### config.mk
export PLATFORM = sky130hd
export DESIGN_NAME = pfg_top
export DESIGN_NICKNAME = d
export VERILOG_FILES = /design/src/hdl/pfg_pkg.sv /design/src/hdl/pfg_filter.sv /design/src/hdl/pfg_wide_regs.sv /design/src/hdl/pfg_top.sv
export VERILOG_INCLUDE_DIRS = /design/src /design/src/hdl
export SDC_FILE = /design/constraint.sdc
export NUM_CORES = 1
export LEC_CHECK = 0
export ABC_AREA = 1
export BUFFER_PORTS_ARGS = -buffer_cell sky130_fd_sc_hd__buf_2
export CAP_MARGIN = 15
export CORE_MARGIN = 2
export CORE_UTILIZATION = 55
export CTS_CLUSTER_SIZE = 14
export DETAILED_ROUTE_END_ITERATION = 6
export HOLD_SLACK_MARGIN = 0.03
export PLACE_DENSITY = 0.83
export SYNTH_ARGS = -nofsm -noshare
export SYNTH_HDL_FRONTEND = slang
export SYNTH_SLANG_ARGS = --single-unit
### constraint.sdc
create_clock -name I_CLK -period 4 [get_ports I_CLK]
set_clock_uncertainty 0.05 [all_clocks]
set_input_delay 0.6 -clock I_CLK [delete_from_list [all_inputs] [get_ports I_CLK]]
set_output_delay 0.6 -clock I_CLK [all_outputs]
set_load 0.01 [all_outputs]
### src/hdl/pfg_defs.svh
`ifndef PFG_DEFS_SVH
`define PFG_DEFS_SVH

// register byte addresses on the 8-bit port
`define PFG_A_CNT_LO    8'h00
`define PFG_A_CMPA_LO   8'h01
`define PFG_A_CMPB_LO   8'h02
`define PFG_A_CMPC_LO   8'h03
`define PFG_A_CMPD_LO   8'h04
`define PFG_A_HI_LATCH  8'h05
`define PFG_A_CTRL_A    8'h06
`define PFG_A_CTRL_B    8'h07
`define PFG_A_CTRL_D    8'h08
`define PFG_A_IRQ_STAT  8'h09
`define PFG_A_IRQ_MASK  8'h0A

// control register A: compare output modes, two bits per channel
`define PFG_CA_RESET    8'h00
// control register B: channel D compare output mode in bits 1:0
`define PFG_CB_RESET    8'h00

// control register D fields
`define PFG_CD_GUARD_EN 0
`define PFG_CD_SRC_CMP  1
`define PFG_CD_FILT_EN  2
`define PFG_CD_IRQ_EN   3
`define PFG_CD_FLAG     4
`define PFG_CD_RESET    8'h00

// interrupt status and mask fields
`define PFG_IS_FAULT    0

// filter depth and delay
`define PFG_FILT_DEPTH  4
`define PFG_FILT_DELAY_NS 20
`define PFG_CLK_PERIOD_NS 5
`define PFG_FILT_DELAY_CYC ((`PFG_FILT_DELAY_NS + `PFG_CLK_PERIOD_NS - 1) / `PFG_CLK_PERIOD_NS)

`endif

### src/hdl/pfg_pkg.sv
package pfg_pkg;
	typedef logic [7:0] pfg_byte_t;
	typedef logic [9:0] pfg_wide_t;
	typedef logic [1:0] pfg_com_t;
	typedef enum logic [1:0] {
		PFG_ARMED,
		PFG_TRIPPED,
		PFG_IDLE
	} pfg_state_t;
endpackage

### src/hdl/pfg_filter.sv
`include "pfg_defs.svh"

// four-sample agreement filter with edge detector
module pfg_filter #(
	parameter int DEPTH = `PFG_FILT_DEPTH
) (
	input  wire logic i_clk,     // system clock
	input  wire logic i_rst_n,   // synchronous-released reset
	input  wire logic i_din,     // selected trigger level
	input  wire logic i_filt_en, // filter insert
	output logic      o_edge     // one-cycle change pulse
);
	logic [DEPTH-1:0] pipe_q;
	logic             filt_q;
	logic             prev_q;
	logic             level;

	// sample pipeline on the system clock, no prescaler
	always_ff @(posedge i_clk or negedge i_rst_n) begin
		if (!i_rst_n) begin
			pipe_q <= '0;
		end else begin
			pipe_q <= {pipe_q[DEPTH-2:0], i_din};
		end
	end

	// filtered level moves only when all samples agree
	always_ff @(posedge i_clk or negedge i_rst_n) begin
		if (!i_rst_n) begin
			filt_q <= 1'b0;
		end else if (&pipe_q) begin
			filt_q <= 1'b1;
		end else if (~|pipe_q) begin
			filt_q <= 1'b0;
		end
	end

	// filter in or bypassed ahead of the edge detector
	assign level = i_filt_en ? filt_q : pipe_q[0];

	// edge detector: any level change
	always_ff @(posedge i_clk or negedge i_rst_n) begin
		if (!i_rst_n) begin
			prev_q <= 1'b0;
		end else begin
			prev_q <= level;
		end
	end

	assign o_edge = level ^ prev_q;
endmodule

### src/hdl/pfg_wide_regs.sv
`include "pfg_defs.svh"

// 10-bit counter and compare registers behind one shared high latch
module pfg_wide_regs
	import pfg_pkg::*;
#(
	parameter int NCMP = 4
) (
	input  wire logic              i_clk,     // system clock
	input  wire logic              i_rst_n,   // reset
	input  wire logic              i_tick,    // timer tick enable
	input  wire logic [7:0]        i_addr,    // register address
	input  wire logic [7:0]        i_wdata,   // write data
	input  wire logic              i_wr,      // write strobe
	input  wire logic              i_rd,      // read strobe
	output pfg_pkg::pfg_byte_t     o_rdata,   // low byte or latch read value
	output logic                   o_hit,     // address belongs here
	output pfg_pkg::pfg_wide_t     o_count,   // counter value
	output logic [NCMP*10-1:0]     o_cmp      // compare values
);
	pfg_wide_t  cnt_q;
	pfg_wide_t  cmp_q [NCMP];
	logic [1:0] hi_q;
	logic       cnt_sel;
	logic [NCMP-1:0] cmp_sel;
	logic       hi_sel;
	pfg_wide_t  rd_word;

	assign cnt_sel = (i_addr == `PFG_A_CNT_LO);
	assign hi_sel  = (i_addr == `PFG_A_HI_LATCH);
	assign o_hit   = cnt_sel | hi_sel | (|cmp_sel);

	// counter: low-byte write loads latch plus byte, else count on tick
	always_ff @(posedge i_clk or negedge i_rst_n) begin
		if (!i_rst_n) begin
			cnt_q <= '0;
		end else if (i_wr && cnt_sel) begin
			cnt_q <= {hi_q, i_wdata};
		end else if (i_tick) begin
			cnt_q <= cnt_q + 10'h001;
		end
	end

	// compare registers, one per channel
	genvar g;
	generate
		for (g = 0; g < NCMP; g++) begin : g_cmp
			assign cmp_sel[g] = (i_addr == (`PFG_A_CMPA_LO + 8'(g)));
			assign o_cmp[g*10 +: 10] = cmp_q[g];
			always_ff @(posedge i_clk or negedge i_rst_n) begin
				if (!i_rst_n) begin
					cmp_q[g] <= '0;
				end else if (i_wr && cmp_sel[g]) begin
					cmp_q[g] <= {hi_q, i_wdata};
				end
			end
		end
	endgenerate

	// word addressed by a low-byte read
	always_comb begin
		rd_word = cnt_q;
		for (int k = 0; k < NCMP; k++) begin
			if (cmp_sel[k]) begin
				rd_word = cmp_q[k];
			end
		end
	end

	// shared high latch: cpu write, or capture on low-byte read
	always_ff @(posedge i_clk or negedge i_rst_n) begin
		if (!i_rst_n) begin
			hi_q <= 2'h0;
		end else if (i_wr && hi_sel) begin
			hi_q <= i_wdata[1:0];
		end else if (i_rd && (cnt_sel | (|cmp_sel))) begin
			hi_q <= rd_word[9:8];
		end
		// low-byte writes leave the latch alone
	end

	// read data registered one cycle later
	always_ff @(posedge i_clk or negedge i_rst_n) begin
		if (!i_rst_n) begin
			o_rdata <= 8'h00;
		end else if (i_rd && hi_sel) begin
			o_rdata <= {6'h00, hi_q};
		end else if (i_rd) begin
			o_rdata <= rd_word[7:0];
		end
	end

	assign o_count = cnt_q;
endmodule

### src/hdl/pfg_top.sv
// Summary of operation
// - guard enabled: trigger level change starts fault
// - comparator select bit picks comparator source
// - fault clears modes, pins revert to port
// - guard enable self-clears with mode clear
// - irq enable set: fault raises interrupt
// - source change may itself cause fault
// - four-sample pipeline, output changes on agreement
// - filter enable adds four-cycle filter
// - filter runs on raw system clock
// - port-driven trigger pin acts as external
// - one shared 2-bit high latch
// - low-byte write loads latch plus byte
// - low-byte read captures high bits
// - latch kept across low-byte writes
//
// Design decisions made here: the register offsets and strobed register access.
`include "pfg_defs.svh"

module pfg_top
	import pfg_pkg::*;
#(
	parameter int NCMP = 4,
	parameter int NPIN = 6
) (
	input  wire logic            I_CLK,        // 200 MHz system clock
	input  wire logic            I_ARST_N,     // async reset, active low
	input  wire logic            I_TICK,       // timer tick enable
	input  wire logic [7:0]      I_ADDR,       // register address
	input  wire logic [7:0]      I_WDATA,      // write data
	input  wire logic            I_WR,         // write strobe
	input  wire logic            I_RD,         // read strobe
	output pfg_pkg::pfg_byte_t   O_RDATA,      // read data, cycle after strobe
	input  wire logic            I_EXT_PIN,    // external trigger pin level
	input  wire logic            I_CMP_RESULT, // comparator result
	input  wire logic [NPIN-1:0] I_WAVE,       // compare waveforms
	input  wire logic [NPIN-1:0] I_PORT_OUT,   // port output latch bits
	output logic [NPIN-1:0]      O_PIN,        // pwm pin values
	output pfg_pkg::pfg_wide_t   O_COUNT,      // counter value
	output logic [NCMP*10-1:0]   O_CMP,        // compare values
	output logic                 O_IRQ         // level interrupt
);
	logic       rst_meta_q;
	logic       rst_n;
	pfg_byte_t  ctrl_a_q;
	pfg_byte_t  ctrl_b_q;
	logic       guard_en_q;
	logic       src_cmp_q;
	logic       filt_en_q;
	logic       irq_en_q;
	logic       flag_q;
	logic       stat_q;
	logic       mask_q;
	logic       trig_in;
	logic       trig_edge;
	logic       fault;
	logic       wide_hit;
	pfg_byte_t  wide_rdata;
	pfg_byte_t  rdata_q;
	logic       own_rd_q;
	pfg_state_t state_q;
	logic [NPIN-1:0] com_on;
	logic       wr_ctrl_a;
	logic       wr_ctrl_b;
	logic       wr_ctrl_d;
	logic       wr_stat;
	logic       wr_mask;
	logic       flag_clr;
	logic       stat_clr;
	logic       tripped;
	pfg_byte_t  ctrl_d_rd;
	pfg_byte_t  rd_mux;

	// reset release through two flops
	always_ff @(posedge I_CLK or negedge I_ARST_N) begin
		if (!I_ARST_N) begin
			rst_meta_q <= 1'b0;
			rst_n      <= 1'b0;
		end else begin
			rst_meta_q <= 1'b1;
			rst_n      <= rst_meta_q;
		end
	end

	// trigger source mux; pin value may come from its own port drive
	assign trig_in = src_cmp_q ? I_CMP_RESULT : I_EXT_PIN;

	// filter and edge detector; a source switch may show as an edge
	pfg_filter #(
		.DEPTH (`PFG_FILT_DEPTH)
	) u_filter (
		.i_clk     (I_CLK),
		.i_rst_n   (rst_n),
		.i_din     (trig_in),
		.i_filt_en (filt_en_q),
		.o_edge    (trig_edge)
	);

	// fault fires from a detected edge while guard is enabled
	assign fault = trig_edge & guard_en_q;

	// register write decode
	assign wr_ctrl_a = I_WR && (I_ADDR == `PFG_A_CTRL_A);
	assign wr_ctrl_b = I_WR && (I_ADDR == `PFG_A_CTRL_B);
	assign wr_ctrl_d = I_WR && (I_ADDR == `PFG_A_CTRL_D);
	assign wr_stat   = I_WR && (I_ADDR == `PFG_A_IRQ_STAT);
	assign wr_mask   = I_WR && (I_ADDR == `PFG_A_IRQ_MASK);
	assign flag_clr  = wr_ctrl_d && I_WDATA[`PFG_CD_FLAG];
	assign stat_clr  = wr_stat && I_WDATA[`PFG_IS_FAULT];

	// event flag: set wins over software clear
	always_ff @(posedge I_CLK or negedge rst_n) begin
		if (!rst_n) begin
			flag_q <= 1'b0;
		end else if (trig_edge) begin
			flag_q <= 1'b1;
		end else if (flag_clr) begin
			flag_q <= 1'b0;
		end
	end

	// channel a/b compare output modes, cleared on fault
	always_ff @(posedge I_CLK or negedge rst_n) begin
		if (!rst_n) begin
			ctrl_a_q <= `PFG_CA_RESET;
		end else if (fault) begin
			ctrl_a_q <= 8'h00;
		end else if (wr_ctrl_a) begin
			ctrl_a_q <= I_WDATA;
		end
	end

	// channel d compare output mode, cleared on fault
	always_ff @(posedge I_CLK or negedge rst_n) begin
		if (!rst_n) begin
			ctrl_b_q <= `PFG_CB_RESET;
		end else if (fault) begin
			ctrl_b_q <= 8'h00;
		end else if (wr_ctrl_b) begin
			ctrl_b_q <= I_WDATA;
		end
	end

	// control register D configuration bits
	always_ff @(posedge I_CLK or negedge rst_n) begin
		if (!rst_n) begin
			src_cmp_q <= 1'b0;
			filt_en_q <= 1'b0;
			irq_en_q  <= 1'b0;
		end else if (wr_ctrl_d) begin
			src_cmp_q <= I_WDATA[`PFG_CD_SRC_CMP];
			filt_en_q <= I_WDATA[`PFG_CD_FILT_EN];
			irq_en_q  <= I_WDATA[`PFG_CD_IRQ_EN];
		end
	end

	// guard enable drops in the same cycle as the modes
	always_ff @(posedge I_CLK or negedge rst_n) begin
		if (!rst_n) begin
			guard_en_q <= 1'b0;
		end else if (fault) begin
			guard_en_q <= 1'b0;
		end else if (wr_ctrl_d) begin
			guard_en_q <= I_WDATA[`PFG_CD_GUARD_EN];
		end
	end

	// guard sequencer for observation of armed/tripped
	always_ff @(posedge I_CLK or negedge rst_n) begin
		if (!rst_n) begin
			state_q <= PFG_IDLE;
		end else begin
			case (state_q)
				PFG_IDLE: begin
					if (guard_en_q) begin
						state_q <= PFG_ARMED;
					end
				end
				PFG_ARMED: begin
					if (fault) begin
						state_q <= PFG_TRIPPED;
					end else if (!guard_en_q) begin
						state_q <= PFG_IDLE;
					end
				end
				PFG_TRIPPED: begin
					if (guard_en_q) begin
						state_q <= PFG_ARMED;
					end
				end
				default: begin
					state_q <= PFG_IDLE;
				end
			endcase
		end
	end

	// sequencer tripped state, visible in control register D
	assign tripped = (state_q == PFG_TRIPPED);

	// interrupt status: fault with irq enable sets, write one clears
	always_ff @(posedge I_CLK or negedge rst_n) begin
		if (!rst_n) begin
			stat_q <= 1'b0;
		end else if (fault && irq_en_q) begin
			stat_q <= 1'b1;
		end else if (stat_clr) begin
			stat_q <= 1'b0;
		end
	end

	// interrupt mask
	always_ff @(posedge I_CLK or negedge rst_n) begin
		if (!rst_n) begin
			mask_q <= 1'b0;
		end else if (wr_mask) begin
			mask_q <= I_WDATA[`PFG_IS_FAULT];
		end
	end

	// level interrupt while an unmasked status bit is set
	assign O_IRQ = stat_q & mask_q;

	// pin mux: channel pair active when its mode is nonzero
	genvar g;
	generate
		for (g = 0; g < NPIN; g++) begin : g_pin
			if (g / 2 < 2) begin : g_ab
				assign com_on[g] = |ctrl_a_q[7 - 2*(g/2) -: 2];
			end else begin : g_d
				assign com_on[g] = |ctrl_b_q[1:0];
			end
			// port latch drives pins once modes are cleared
			assign O_PIN[g] = com_on[g] ? I_WAVE[g] : I_PORT_OUT[g];
		end
	endgenerate

	// wide registers with shared high latch
	pfg_wide_regs #(
		.NCMP (NCMP)
	) u_wide (
		.i_clk   (I_CLK),
		.i_rst_n (rst_n),
		.i_tick  (I_TICK),
		.i_addr  (I_ADDR),
		.i_wdata (I_WDATA),
		.i_wr    (I_WR),
		.i_rd    (I_RD),
		.o_rdata (wide_rdata),
		.o_hit   (wide_hit),
		.o_count (O_COUNT),
		.o_cmp   (O_CMP)
	);

	// marks a read served here rather than by the wide block
	always_ff @(posedge I_CLK or negedge rst_n) begin
		if (!rst_n) begin
			own_rd_q <= 1'b0;
		end else begin
			own_rd_q <= I_RD && !wide_hit;
		end
	end

	// control register D as read back, with the tripped state
	assign ctrl_d_rd = {2'h0, tripped, flag_q, irq_en_q, filt_en_q, src_cmp_q,
		guard_en_q};

	// local register select; unmapped addresses read zero
	always_comb begin
		rd_mux = 8'h00;
		case (I_ADDR)
			`PFG_A_CTRL_A: begin
				rd_mux = ctrl_a_q;
			end
			`PFG_A_CTRL_B: begin
				rd_mux = ctrl_b_q;
			end
			`PFG_A_CTRL_D: begin
				rd_mux = ctrl_d_rd;
			end
			`PFG_A_IRQ_STAT: begin
				rd_mux = {7'h00, stat_q};
			end
			`PFG_A_IRQ_MASK: begin
				rd_mux = {7'h00, mask_q};
			end
			default: begin
				rd_mux = 8'h00;
			end
		endcase
	end

	// local read data, registered one cycle after the strobe
	always_ff @(posedge I_CLK or negedge rst_n) begin
		if (!rst_n) begin
			rdata_q <= 8'h00;
		end else begin
			rdata_q <= rd_mux;
		end
	end

	// wide block answers its own addresses
	assign O_RDATA = own_rd_q ? rdata_q : wide_rdata;
endmodule

# After elaboration in Yosys (flattened, before gate mapping)
# Index checks and enable logic that the tools add are counted.
dict set report op_classes {
  n_addsub 1
  mul 0
  div_mod_pow 0
  order_cmp 0
  eq_ne 15
  shifts 0
  n_mux 36
  n_bitwise 6
  n_reduce_logical 36
}
# operator n
set ops {}
lappend ops {{2-to-1 mux 10 bit} 6}
lappend ops {{2-to-1 mux 8 bit} 7}
lappend ops {{case mux 8 bit (5 select lines)} 1}
lappend ops {{equality test 8 x 3 -> 1 bit (second input constant)} 4}
lappend ops {{equality test 8 x 4 -> 1 bit (second input constant)} 3}
lappend ops {{logical AND 1 bit} 17}
lappend ops {{equality test 8 x 2 -> 1 bit (second input constant)} 2}
lappend ops {{2-to-1 mux 1 bit} 16}
lappend ops {{nonzero test 2 bit} 8}
lappend ops {{adder 10 x 1 -> 10 bit (second input constant)} 1}
lappend ops {{2-to-1 mux 2 bit} 5}
lappend ops {{equality test 8 x 1 -> 1 bit (second input constant)} 1}
lappend ops {{logical NOT 8 bit} 1}
lappend ops {{OR reduction 2 bit} 4}
lappend ops {{OR reduction 4 bit} 2}
lappend ops {{!= test 2 x 1 -> 1 bit (second input constant)} 2}
lappend ops {{case mux 2 bit (2 select lines)} 1}
lappend ops {{AND reduction 4 bit} 1}
lappend ops {{!= test 3 bit (second input constant)} 1}
lappend ops {{OR 1 bit} 3}
lappend ops {{AND 1 bit} 2}
lappend ops {{equality test 2 x 1 -> 1 bit (second input constant)} 1}
lappend ops {{equality test 2 bit (second input constant)} 1}
lappend ops {{logical NOT 2 bit} 1}
lappend ops {{other kinds (3)} 3}
dict set report word_totals {
  reg_bits 102
  latch_bits 0
  ram_bits 0
  rom_bits 0
  inputBits 35
  out_inout_bits 65
  mem_count 0
}

# Logic depth before layout (Yosys ltp)
# Gate-level depths: netlist of run 1.
dict set report depth {
  ltp_word 7
  mapped_depth 11
  ltp_nobuf 11
}

# Cells and area by module
# From an unflattened synthesis of run 1, not the netlist that was laid out.
dict set report unflattened {
  cells_unflattened 623
  hier_area_um2 5240.0
}
# mod instances cells_each area_each_um2 seq_area_each_um2
set by_module_without_submodules {}
lappend by_module_without_submodules {pfg_wide_regs 1 390 3164.3 1501.4}
lappend by_module_without_submodules {pfg_top 1 209 1853.0 902.1}
lappend by_module_without_submodules {pfg_filter 1 24 222.7 150.1}

# Least setup slack after synthesis of run 1
# No wires, ideal clock.
dict set report synth_timing {
  path_kind {input -> register}
  startpoint {input port I_ADDR[7]}
  endpoint {register ctrl_a_q[7]}
  t_arrival_ps 1618
  path_slack_ps 2213
  stages 11
  n_path_buf 1
  cell_sequence {nor2_1 nand2_2 clkinv_2 nand2_2 nor2_4 nand2_1 nand2_2 inv_4 buf_8 nand2_1 o21ai_2}
}
dict set report synth_between {
  elab_chain_len 3
}
# element line
set synth_rtl {}
lappend synth_rtl {{start: declaration} pfg_top.sv:29} ;# input wire logic [7:0] I_ADDR,
lappend synth_rtl {{equality test 8 x 3 -> 1 bit (no source line)} --}
lappend synth_rtl {{logical AND 1 bit} pfg_top.sv:103} ;# assign wr_ctrl_a = I_WR && (I_ADDR == `PFG_A_CTRL_A);
lappend synth_rtl {{nonzero test 2 bit (no source line)} --}
lappend synth_rtl {{end signal: assignment} pfg_top.sv:125} ;# ctrl_a_q <= `PFG_CA_RESET;
lappend synth_rtl {{end: declaration} pfg_top.sv:45} ;# pfg_byte_t ctrl_a_q;
# Every way passes these cells.
# A chain may end at the register's enable or synchronous reset.

# Worst setup path after layout of run 1
dict set report layout_timing {
  startpoint {register ctrl_b_q[0]}
  endpoint {output port O_PIN[5]}
}
dict set report layout_between {
  elab_chain_len 2
}
# element line
set layout_rtl {}
lappend layout_rtl {{start: declaration} pfg_top.sv:46} ;# pfg_byte_t ctrl_b_q;
lappend layout_rtl {{start signal: assignment} pfg_top.sv:136} ;# ctrl_b_q <= `PFG_CB_RESET;
lappend layout_rtl {{OR reduction 2 bit} pfg_top.sv:231} ;# assign com_on[g] = |ctrl_b_q[1:0];
lappend layout_rtl {{2-to-1 mux 1 bit} pfg_top.sv:234} ;# assign O_PIN[g] = com_on[g] ? I_WAVE[g] : I_PORT_OUT[g];
lappend layout_rtl {{end: declaration} pfg_top.sv:38} ;# output logic [NPIN-1:0] O_PIN,
# Every way passes these cells.

==> metrics.md, run 1 <==
| Metric | Value |
|---|---|
| Top FF cell, synth | `dfrtp_1` |
| Fin. max-slew vios | `0` |
| Crit path capture type | `primary output` |
| Fin Setup TNS | `0 ns` |
| Slew @ Worst Pin | `0.902 ns` |
| H-tree depth | `3` |
| Syn Area/Cell | `8.28 µm²` |
| Max cap viols | `0` |
| Routed WL | `13500 µm` |
| TritonRoute pass-1 iters | `5` |
| Unrepaired setup endpoints after global routing | `false` |
| CP endpoint | `O_PIN[5]` |
| Crit-path max FO | `3` |
| Final hold vios | `0` |
| EDFF count, synth | `0` |
| Port Buffers | `99` |
| Sw Share | `32.7%` |
| WL per Instance | `16.6 µm` |
| Post-synth top cells | `193 x nand2_1, 101 x dfrtp_1, 56 x o21ai_0` |
| Core Box Area | `8810 µm²` |
| FFs w/ async S/R, synth | `100%` |
| N_diodes | `0` |
| Pint | `0.00155 W` |
| Sequential element share of the synthesized area | `50.8%` |
| Largest vdd supply drop | `0.275 mV` |
| Non-Filler Instances | `814` |
| Slew margin rel. | `39.9%` |
| Clk root buf | `clkbuf_8` |
| Leak pwr | `3.08 nW` |
| Tcrit/Tclk final | `53.2%` |
| Most common cell in the netlist | `nand2_1` |
| GRT Overall Usage | `27.7%` |
| Yosys top cell by area | `dfrtp_1` |
| Cells on worst reg2reg path | `8` |
| Post-DP HPWL | `9870 µm` |
| Vias per cell | `5.62` |
| Cell variety after synth | `41` |
| Initial antenna violation count | `0` |
| Syn Nets | `646` |
| FF-to-FF End | `ctrl_b_q[3]$_DFFE_PN0P_` |
| Via Count | `4577` |
| Detail Route Antenna Nets | `0` |
| Routability cong. | `0.923` |
| Comb power frac | `20.0%` |
| Setup Buffers After CTS | `0` |
| Total CTS buffers | `9` |
| R2R Path Start | `u_filter.pipe_q[0]$_DFF_PN0_` |
| Global-route wire length before repair | `21300 µm` |
| Die Footprint | `9920 µm²` |
| FP Rows | `34` |
| Clk pwr share | `26.0%` |
| Hold Crit Class | `reg -> reg` |
| Yosys warns | `0` |
| #FFs+latches synth | `102` |
| CTS sink count | `102` |
| Post-synth top area share | `50.3%` |
| Req. time, crit path | `3.35 ns` |
| Fmax achieved | `470 MHz` |
| Startpoint Class | `flip-flop` |
| Die width | `99.6 µm` |
| Initial Util | `57.1%` |
| Crit path kind | `reg -> out` |
| Pin count of the biggest net entering global routing | `71` |
| Switch Pwr | `0.000753 W` |
| Seq pwr share | `54.0%` |
| Synth Cell Area | `5030 µm²` |
| CP startpoint | `ctrl_b_q[0]$_DFFE_PN0P_` |
| Chip height | `99.6 µm` |
| Outcome | `complete, no violations` |
| Max Root-Sink Buffers | `2` |
| Mapped Cells | `607` |
| Pwr dens | `400 nW/µm²` |
| Skew-Pair Late Insertion Delay | `0.37 ns` |
| Placed insts | `797` |
| IO Count | `100` |
| Final nets | `740` |
| Ranking of synthesized cells by area | `dfrtp_1 50%, nand2_1 14%, o21ai_0 5.6%, nor2_1 3.8%, nand3_1 3.7%` |
| Layout cells sized above 1 | `23.8%` |
| CTS tree | `done` |
| Worst EP arrival | `1.48 ns` |
| Number of global-route vias before repair | `4316` |
| Area Growth Syn to Fin | `14.3%` |
| Global route overflow | `0` |
| Tmin final | `2.13 ns` |
| CTS clk-pin slew, worst paths | `0.10 ns` |
| DRT iter0 DRCs | `339` |
| DRC errors left | `0` |
| Endpoints failing setup | `0` |
| Pwr Total | `0.00230 W` |
| R2R Setup Slk | `2.24 ns` |
==> timing repair <==
item / CTS / global route
hold buffers: 1 / 0
gates resized for setup: 0 / 0
endpoints found under the hold margin: 2 / 0
==> critical path, cell delays in order, from the launching register on <==
cell and delay (ns):
dfrtp_1 0.42, nor2_1 0.20, mux2_2 0.35, buf_2 0.14
==> per-stage QoR <==
stage	cell area (µm²)	utilization (%)	worst slack (ns)	hold slack (ns)
6_report	5740	65.2	1.87	0.318
5_1_grt	5740	65.2	1.75	0.333
4_1_cts	5740	65.2	1.86	0.322
3_5_place_dp	5560	63.2	1.58	0.293
3_3_place_gp	5560	63.2	1.73	0.291
2_1_floorplan	5030	-	0.900	0.254
==> cell usage in the layout, fill, tap and decap left out, types with 8 or more instances in the layout <==
| cell type | n |
|---|---|
| buf_2 | 99 |
| nand2_1 | 193 |
| nand3_1 | 37 |
| clkbuf_8 | 9 |
| o21ai_0 | 56 |
| dfrtp_1 | 100 |
| nor2_1 | 51 |
| mux2_2 | 15 |
| a21oi_1 | 9 |
| o211ai_1 | 8 |
| o21ai_2 | 16 |
| inv_1 | 48 |
==> power by group through the flow <==
stage | logic (W) | registers (W) | clock network, W
floorplan | 0.000257 | 0.00125 | 0
global route | 0.000514 | 0.00126 | 0.000642
global placement | 0.000436 | 0.00126 | 0
detailed placement | 0.000453 | 0.00126 | 0
finish | 0.000460 | 0.00124 | 0.000598
CTS | 0.000456 | 0.00124 | 0.000602
==> final cells by class <==
class / count / area [µm²]
fillers: 737 / 3060
flip-flops and latches: 102 / 2560
multi-input cells: 431 / 2150
repair buffers: 101 / 513
inverters: 56 / 214
well taps: 108 / 135
clock buffers: 10 / 128
clock inverters: 6 / 43.8
==> how the worst min path moves through the flow <==
stage	from	end	slack (ns)	depth (start not counted)
floorplan	I_ARST_N	rst_meta_q$_DFF_PN0_	0.25	0
global placement	rst_meta_q$_DFF_PN0_	rst_n$_DFF_PN0_	0.29	0
detailed placement	rst_meta_q$_DFF_PN0_	rst_n$_DFF_PN0_	0.29	0
CTS	rst_meta_q$_DFF_PN0_	rst_n$_DFF_PN0_	0.32	0
global route	rst_meta_q$_DFF_PN0_	rst_n$_DFF_PN0_	0.33	0
finish	rst_meta_q$_DFF_PN0_	rst_n$_DFF_PN0_	0.32	0
==> sequential cells by signal, indices dropped and copies added, names as in the netlist, 2 cells and up <==
signal,flops
u_wide.o_cmp,40
state_q,2
ctrl_a_q,8
u_wide.o_count,10
ctrl_b_q,8
u_filter.pipe_q,4
rdata_q,8
u_wide.o_rdata,8
u_wide.hi_q,2
==> per-layer routing <==
metal / share of wire [%] / routed length [µm] / GRT usage [%] / vias up
li1: - / - / - / 2143
met1: 42 / 5620 / 37.8 / 2164
met2: 48 / 6450 / 44.6 / 233
met3: 8.0 / 1090 / 4.29 / 37
met4: 2.6 / 353 / 11.6 / 0
met5: 0 / 0 / 0 / -
==> cells by family after synthesis <==
kind of cell,count (synthesis),share of synthesized area [%]
mux,15,3.36
buf+inv,74,6.37
other cells,1,0.0746
simple gates,307,25.6
compound gates,98,11.7
flops,102,50.8
fa+ha+maj,4,0.996
xor+xnor,6,1.05
Note: power is estimated with default switching activity, not from simulation.
==> run 2: changes to the inputs <==
- ABC_AREA: 1 -> 0
- clock period: 4 -> 2.15 ns (I/O delays scaled with it)
==> run 2 against run 1 <==
Effect of this change:
- clock power increased by 86%
- non-clock buffer count increased by 21
- synthesized cell count decreased by 29%
- critical path type unchanged
- highest routed layer unchanged
==> metrics.md, run 2 <==
| Metric | Value |
|---|---|
| CTS sink count | `102` |
| R2R Path Start | `filt_en_q$_DFFE_PN0P_` |
| WL per Instance | `19.3 µm` |
| Routability cong. | `0.913` |
| Crit path capture type | `primary output` |
| Commonest non-fill, non-tap cell in the layout | `dfrtp_1` |
| Most frequent cells in the layout | `100 x dfrtp_1, 99 x buf_2, 40 x mux2_1` |
| FP Rows | `34` |
| Total CTS buffers | `9` |
| Seq pwr share | `54.0%` |
| Yosys warns | `0` |
| CTS clk-pin slew, worst paths | `0.09 ns` |
| Tmin final | `1.83 ns` |
| N_diodes | `0` |
| Via Count | `3956` |
| Unrepaired setup endpoints after global routing | `false` |
| CTS tree | `done` |
| Worst EP arrival | `1.46 ns` |
| Final core utilization | `67.6%` |
| #FFs+latches synth | `102` |
| Fin. max-slew vios | `0` |
| Vias per cell | `6.03` |
| Final nets | `582` |
| Comb power frac | `20.9%` |
| Max FFs per register | `40` |
| Global route overflow | `0` |
| Core Box Area | `8760 µm²` |
| Sw Share | `31.8%` |
| Crit path kind | `reg -> out` |
| Slew margin rel. | `63.0%` |
| IO Count | `100` |
| Routed WL | `12700 µm` |
| Req. time, crit path | `1.78 ns` |
| Fmax achieved | `547 MHz` |
| Initial antenna violation count | `0` |
| Skew-Pair Late Insertion Delay | `0.36 ns` |
| Pint | `0.00303 W` |
| Layout cells sized above 1 | `31.9%` |
| Pwr dens | `750 nW/µm²` |
| EDFF count, synth | `0` |
| Clk pwr share | `25.1%` |
| Final instance area | `5930 µm²` |
| Switch Pwr | `0.00141 W` |
| Pin count of the biggest net entering global routing | `101` |
| Fin Setup TNS | `0 ns` |
| Initial Util | `57.1%` |
| Ranking of synthesized cells by area | `dfrtp_1 51%, mux2_1 9.0%, mux2_2 5.9%, mux2i_1 4.6%, nor2_1 2.9%` |
| Number of global-route vias before repair | `3893` |
| Yosys top cell by area | `dfrtp_1` |
| Post-synth top cells | `101 x dfrtp_1, 40 x mux2_1, 38 x nor2_1` |
| Syn Area/Cell | `11.5 µm²` |
| Detail Route Antenna Nets | `0` |
| Post-DP HPWL | `8960 µm` |
| Final hold vios | `0` |
| Chip height | `99.4 µm` |
| CP startpoint | `ctrl_a_q[7]$_DFFE_PN0P_` |
| TritonRoute pass-1 iters | `5` |
| Top FF cell, synth | `dfrtp_1` |
| Slew @ Worst Pin | `0.555 ns` |
| Sequential element share of the synthesized area | `51.1%` |
| Largest vdd supply drop | `0.456 mV` |
| FFs w/ async S/R, synth | `100%` |
| Outcome | `complete, no violations` |
| Hold Crit Class | `in -> reg` |
| R2R Setup Slk | `0.49 ns` |
| DRT iter0 DRCs | `421` |
| Area Growth Syn to Fin | `18.5%` |
| Max cap viols | `0` |
| Tcrit/Tclk final | `85.1%` |
| Beginning of the worst hold path | `I_CMP_RESULT` |
| DRC errors left | `0` |
| Syn Nets | `473` |
| Cell variety after synth | `57` |
| Crit-path max FO | `3` |
| H-tree depth | `3` |
| Port Buffers | `99` |
| Startpoint Class | `flip-flop` |
| Die Footprint | `9870 µm²` |
| Die width | `99.4 µm` |
| Area after DPL | `5740 µm²` |
| Global-route wire length before repair | `20200 µm` |
| Leak pwr | `2.96 nW` |
| Synth Cell Area | `5000 µm²` |
| GRT Overall Usage | `26.3%` |
| Max Root-Sink Buffers | `2` |
| Pwr Total | `0.00445 W` |
| Most common cell in the netlist | `dfrtp_1` |
| Endpoints failing setup | `0` |
| Post-synth top area share | `50.5%` |
| Clk root buf | `clkbuf_8` |
| Mapped Cells | `434` |
## run 2: cell count changes after synthesis, moves of 23 or more
cell and change:
nand3_1 -30, inv_1 -38, nand2_1 -171, o21ai_0 -47, mux2i_1 +23, mux2_1 +40
## run 2: repair_timing
action                                  CTS  global route
gates resized for setup                   0             0
endpoints found under the setup margin    0             0
setup buffers                             0             0
hold endpoints to repair                  2             0
hold buffers                              1             0
## run 2: cell families after synthesis
kind of cell	share of synthesized area [%]
buf+inv	2.83
simple gates	12.2
other cells	0.0750
fa+ha+maj	1.00
mux	20.4
compound gates	10.8
xor+xnor	1.75
flops	51.1
## run 2: worst max-delay path: stages (launching register included)
cell	delay (ns)
dfrtp_1	0.41
nor2_1	0.19
mux2_2	0.35
buf_2	0.14
## run 2: final timing paths
kind                                                     end  cells past startpoint
worst max-delay path                                O_PIN[0]                      3
worst min register to register  u_filter.pipe_q[0]$_DFF_PN0_                      1
worst min-delay path            u_filter.pipe_q[0]$_DFF_PN0_                      2
max in group asynchronous            ctrl_b_q[1]$_DFFE_PN0P_                      1
worst max register to register            stat_q$_DFFE_PN0P_                      5
min in group asynchronous                    rst_n$_DFF_PN0_                      2
## run 2: area by class of cell
class / count / area [µm²]
timing repair buffer: 122 / 708
multi-input combinational: 297 / 2310
tap: 108 / 135
clock inverter: 3 / 18.8
sequential: 102 / 2560
inverter: 11 / 41.3
clock buffer: 13 / 159
fill: 635 / 2840
## run 2: through the flow
stage               std cells  worst slack, ns  hold WS, ns
finish                    656            0.320        0.148
global route              656            0.209        0.145
detailed placement        639         -0.00444       0.0598
floorplan                 434            0.162      -0.0231
CTS                       656            0.294        0.147
global placement          639           0.0467       0.0578
## run 2: layer usage
layer / routed length (µm) / share of wire [%] / track usage [%]
met1: 5420 / 43 / 37.7
met2: 6000 / 47 / 41.0
met3: 978 / 7.7 / 4.43
met4: 250 / 2.0 / 9.27
met5: 0 / 0 / 0
## run 2: power by group through the flow
stage	Clock, W	Sequential, W	Combinational (W)
finish	0.00111	0.00240	0.000929
global route	0.00121	0.00243	0.00102
CTS	0.00113	0.00239	0.000929
detailed placement	0	0.00243	0.000916
global placement	0	0.00242	0.000881
floorplan	0	0.00242	0.000512
==> run 3: changes to the inputs <==
- BUFFER_PORTS_ARGS: -buffer_cell sky130_fd_sc_hd__buf_2 -> default
- CORE_UTILIZATION: 55 -> 63
- DONT_BUFFER_PORTS: default -> 1
- PLACE_DENSITY: 0.83 -> 0.82
==> run 3 against run 2 <==
Effect of this change:
- register-to-register slack about the same
- utilization up 2.2 points
- clock power about the same
- sequential power up 4%
- worst setup slack better by 0.060 ns
- largest power group unchanged
- largest cell class unchanged
- critical endpoint is now u_wide.o_cmp[14]$_DFFE_PN0P_
- first-iteration DRC count down 14%
- wire length up 1.0%
- sequential share of layout area up 4.3 points
==> metrics.md, run 3 (same netlist as run 2, synthesis figures left out) <==
| Metric | Value |
|---|---|
| Outcome | `complete, no violations` |
| N_diodes | `0` |
| Layout cells sized above 1 | `15.2%` |
| Area Growth Syn to Fin | `7.86%` |
| Leak pwr | `2.48 nW` |
| Commonest non-fill, non-tap cell in the layout | `dfrtp_1` |
| Startpoint Class | `input port` |
| H-tree depth | `3` |
| Max FFs per register | `40` |
| Seq pwr share | `59.3%` |
| WL per Instance | `23.3 µm` |
| CTS tree | `done` |
| Global-route wire length before repair | `19500 µm` |
| Post-DP HPWL | `8570 µm` |
| Area after DPL | `5160 µm²` |
| Largest vdd supply drop | `0.599 mV` |
| CTS sink count | `102` |
| Req. time, crit path | `2.34 ns` |
| TritonRoute pass-1 iters | `7` |
| Worst-path cell chain | `or4_4 > nor3_4 > nand3_2 > mux2_1` |
| Hold Crit Class | `in -> reg` |
| Fin. max-slew vios | `0` |
| Setup Buffers After CTS | `0` |
| Port Buffers | `0` |
| DRT iter0 DRCs | `360` |
| Fin Setup TNS | `0 ns` |
| Crit path kind | `in -> reg` |
| Pint | `0.00288 W` |
| Final nets | `482` |
| Fmax achieved | `565 MHz` |
| Unrepaired setup endpoints after global routing | `false` |
| CTS clk-pin slew, worst paths | `0.09 ns` |
| Comb power frac | `14.9%` |
| Die Footprint | `8670 µm²` |
| Global route overflow | `0` |
| Tcrit/Tclk final | `82.3%` |
| Cts repair resizes | `0` |
| Endpoints failing setup | `0` |
| Die width | `93.1 µm` |
| Final instance area | `5390 µm²` |
| Sw Share | `31.2%` |
| Crit-path max FO | `10` |
| Initial antenna violation count | `0` |
| Final worst setup slack | `0.380 ns` |
| Most frequent cells in the layout | `100 x dfrtp_1, 40 x mux2_1, 38 x nor2_1` |
| Via Count | `3691` |
| Detail Route Antenna Nets | `0` |
| Switch Pwr | `0.00131 W` |
| Pwr dens | `778 nW/µm²` |
| Max incr delay on CP | `0.63 ns` |
| Max Root-Sink Buffers | `2` |
| Routed WL | `12800 µm` |
| IO Count | `100` |
| Chip height | `93.1 µm` |
| Core Box Area | `7730 µm²` |
| Tmin final | `1.77 ns` |
| Slew margin rel. | `61.7%` |
| Final hold vios | `0` |
| Crit path max-delay family | `simple AND/OR/NAND/NOR gates` |
| Skew-Pair Late Insertion Delay | `0.36 ns` |
| Pin count of the biggest net entering global routing | `47` |
| Total CTS buffers | `9` |
| CP max-delay cell | `or4_4` |
| Vias per cell | `6.72` |
| WP buf/inv | `0` |
| Clk pwr share | `25.9%` |
| Number of global-route vias before repair | `3538` |
| Slew @ Worst Pin | `0.573 ns` |
| DRC errors left | `0` |
| Routability cong. | `0.898` |
| FP Rows | `32` |
| Initial Util | `64.7%` |
| Worst slack, placed | `0.0342 ns` |
| Worst EP arrival | `1.96 ns` |
| Crit path capture type | `flip-flop` |
| Max cap viols | `0` |
| Clk root buf | `clkbuf_8` |
| GRT Overall Usage | `29.8%` |
-- run 3: cell count changes in the layout (fill, tap and decap cells not counted) --
cell,change
buf_12,-2
buf_4,-5
clkinv_4,-1
clkbuf_8,-1
buf_2,-99
clkinvlp_4,+1
clkinv_2,-1
inv_6,+1
dlygate4sd3_1,+6
-- run 3: area by class of cell --
type	count	area, µm²
fill	562	2330
tap	102	128
clock inverter	3	21.3
multi-input combinational	297	2310
timing repair buffer	22	195
inverter	11	41.3
sequential	102	2560
clock buffer	12	145
-- run 3: power groups by stage --
stage / Clock, W / Sequential [W] / Combinational, W
final: 0.00109 / 0.00249 / 0.000623
after global routing: 0.00116 / 0.00251 / 0.000695
after CTS: 0.00109 / 0.00248 / 0.000613
after detailed placement: 0 / 0.00252 / 0.000598
after global placement: 0 / 0.00250 / 0.000575
after floorplan: 0 / 0.00242 / 0.000512
-- run 3: final timing paths --
kind / from / endpoint / slack (ns) / depth (start not counted)
max in group asynchronous: rst_n$_DFF_PN0_ / u_wide.o_rdata[5]$_DFFE_PN0P_ / 1.24 / 1
max: I_ADDR[5] / u_wide.o_cmp[14]$_DFFE_PN0P_ / 0.38 / 4
max reg2reg: u_wide.o_cmp[27]$_DFFE_PN0P_ / u_wide.o_rdata[7]$_DFFE_PN0P_ / 0.48 / 4
min in group asynchronous: I_ARST_N / rst_n$_DFF_PN0_ / 0.13 / 1
min reg2reg: rst_n$_DFF_PN0_ / u_filter.pipe_q[2]$_DFF_PN0_ / 0.20 / 0
min: I_WDATA[2] / u_wide.o_cmp[12]$_DFFE_PN0P_ / 0.04 / 1
-- run 3: stage by stage --
step           hold slack (ns)  total power, W  util, %  instances
2_1_floorplan          -0.0231         0.00293        -        434
3_3_place_gp           -0.0230         0.00308     66.7        527
3_5_place_dp           -0.0230         0.00311     66.7        527
4_1_cts                 0.0304         0.00418     69.4        546
5_1_grt                 0.0300         0.00437     69.8        549
6_report                0.0385         0.00420     69.8        549
-- run 3: what timing repair did --
item	4_1_cts	5_1_grt
hold buffers	4	3
setup endpoints to repair	0	0
endpoints found under the hold margin	11	4
-- run 3: metal layers --
layer | GRT usage (%) | vias up | share of wire, % | routed length (µm)
met4 | 9.19 | 0 | 1.7 | 220
met5 | 0 | - | 0 | 0
met3 | 9.83 | 27 | 11 | 1370
met2 | 48.4 | 216 | 48 | 6130
met1 | 38.4 | 1854 | 40 | 5060
li1 | - | 1594 | - | -
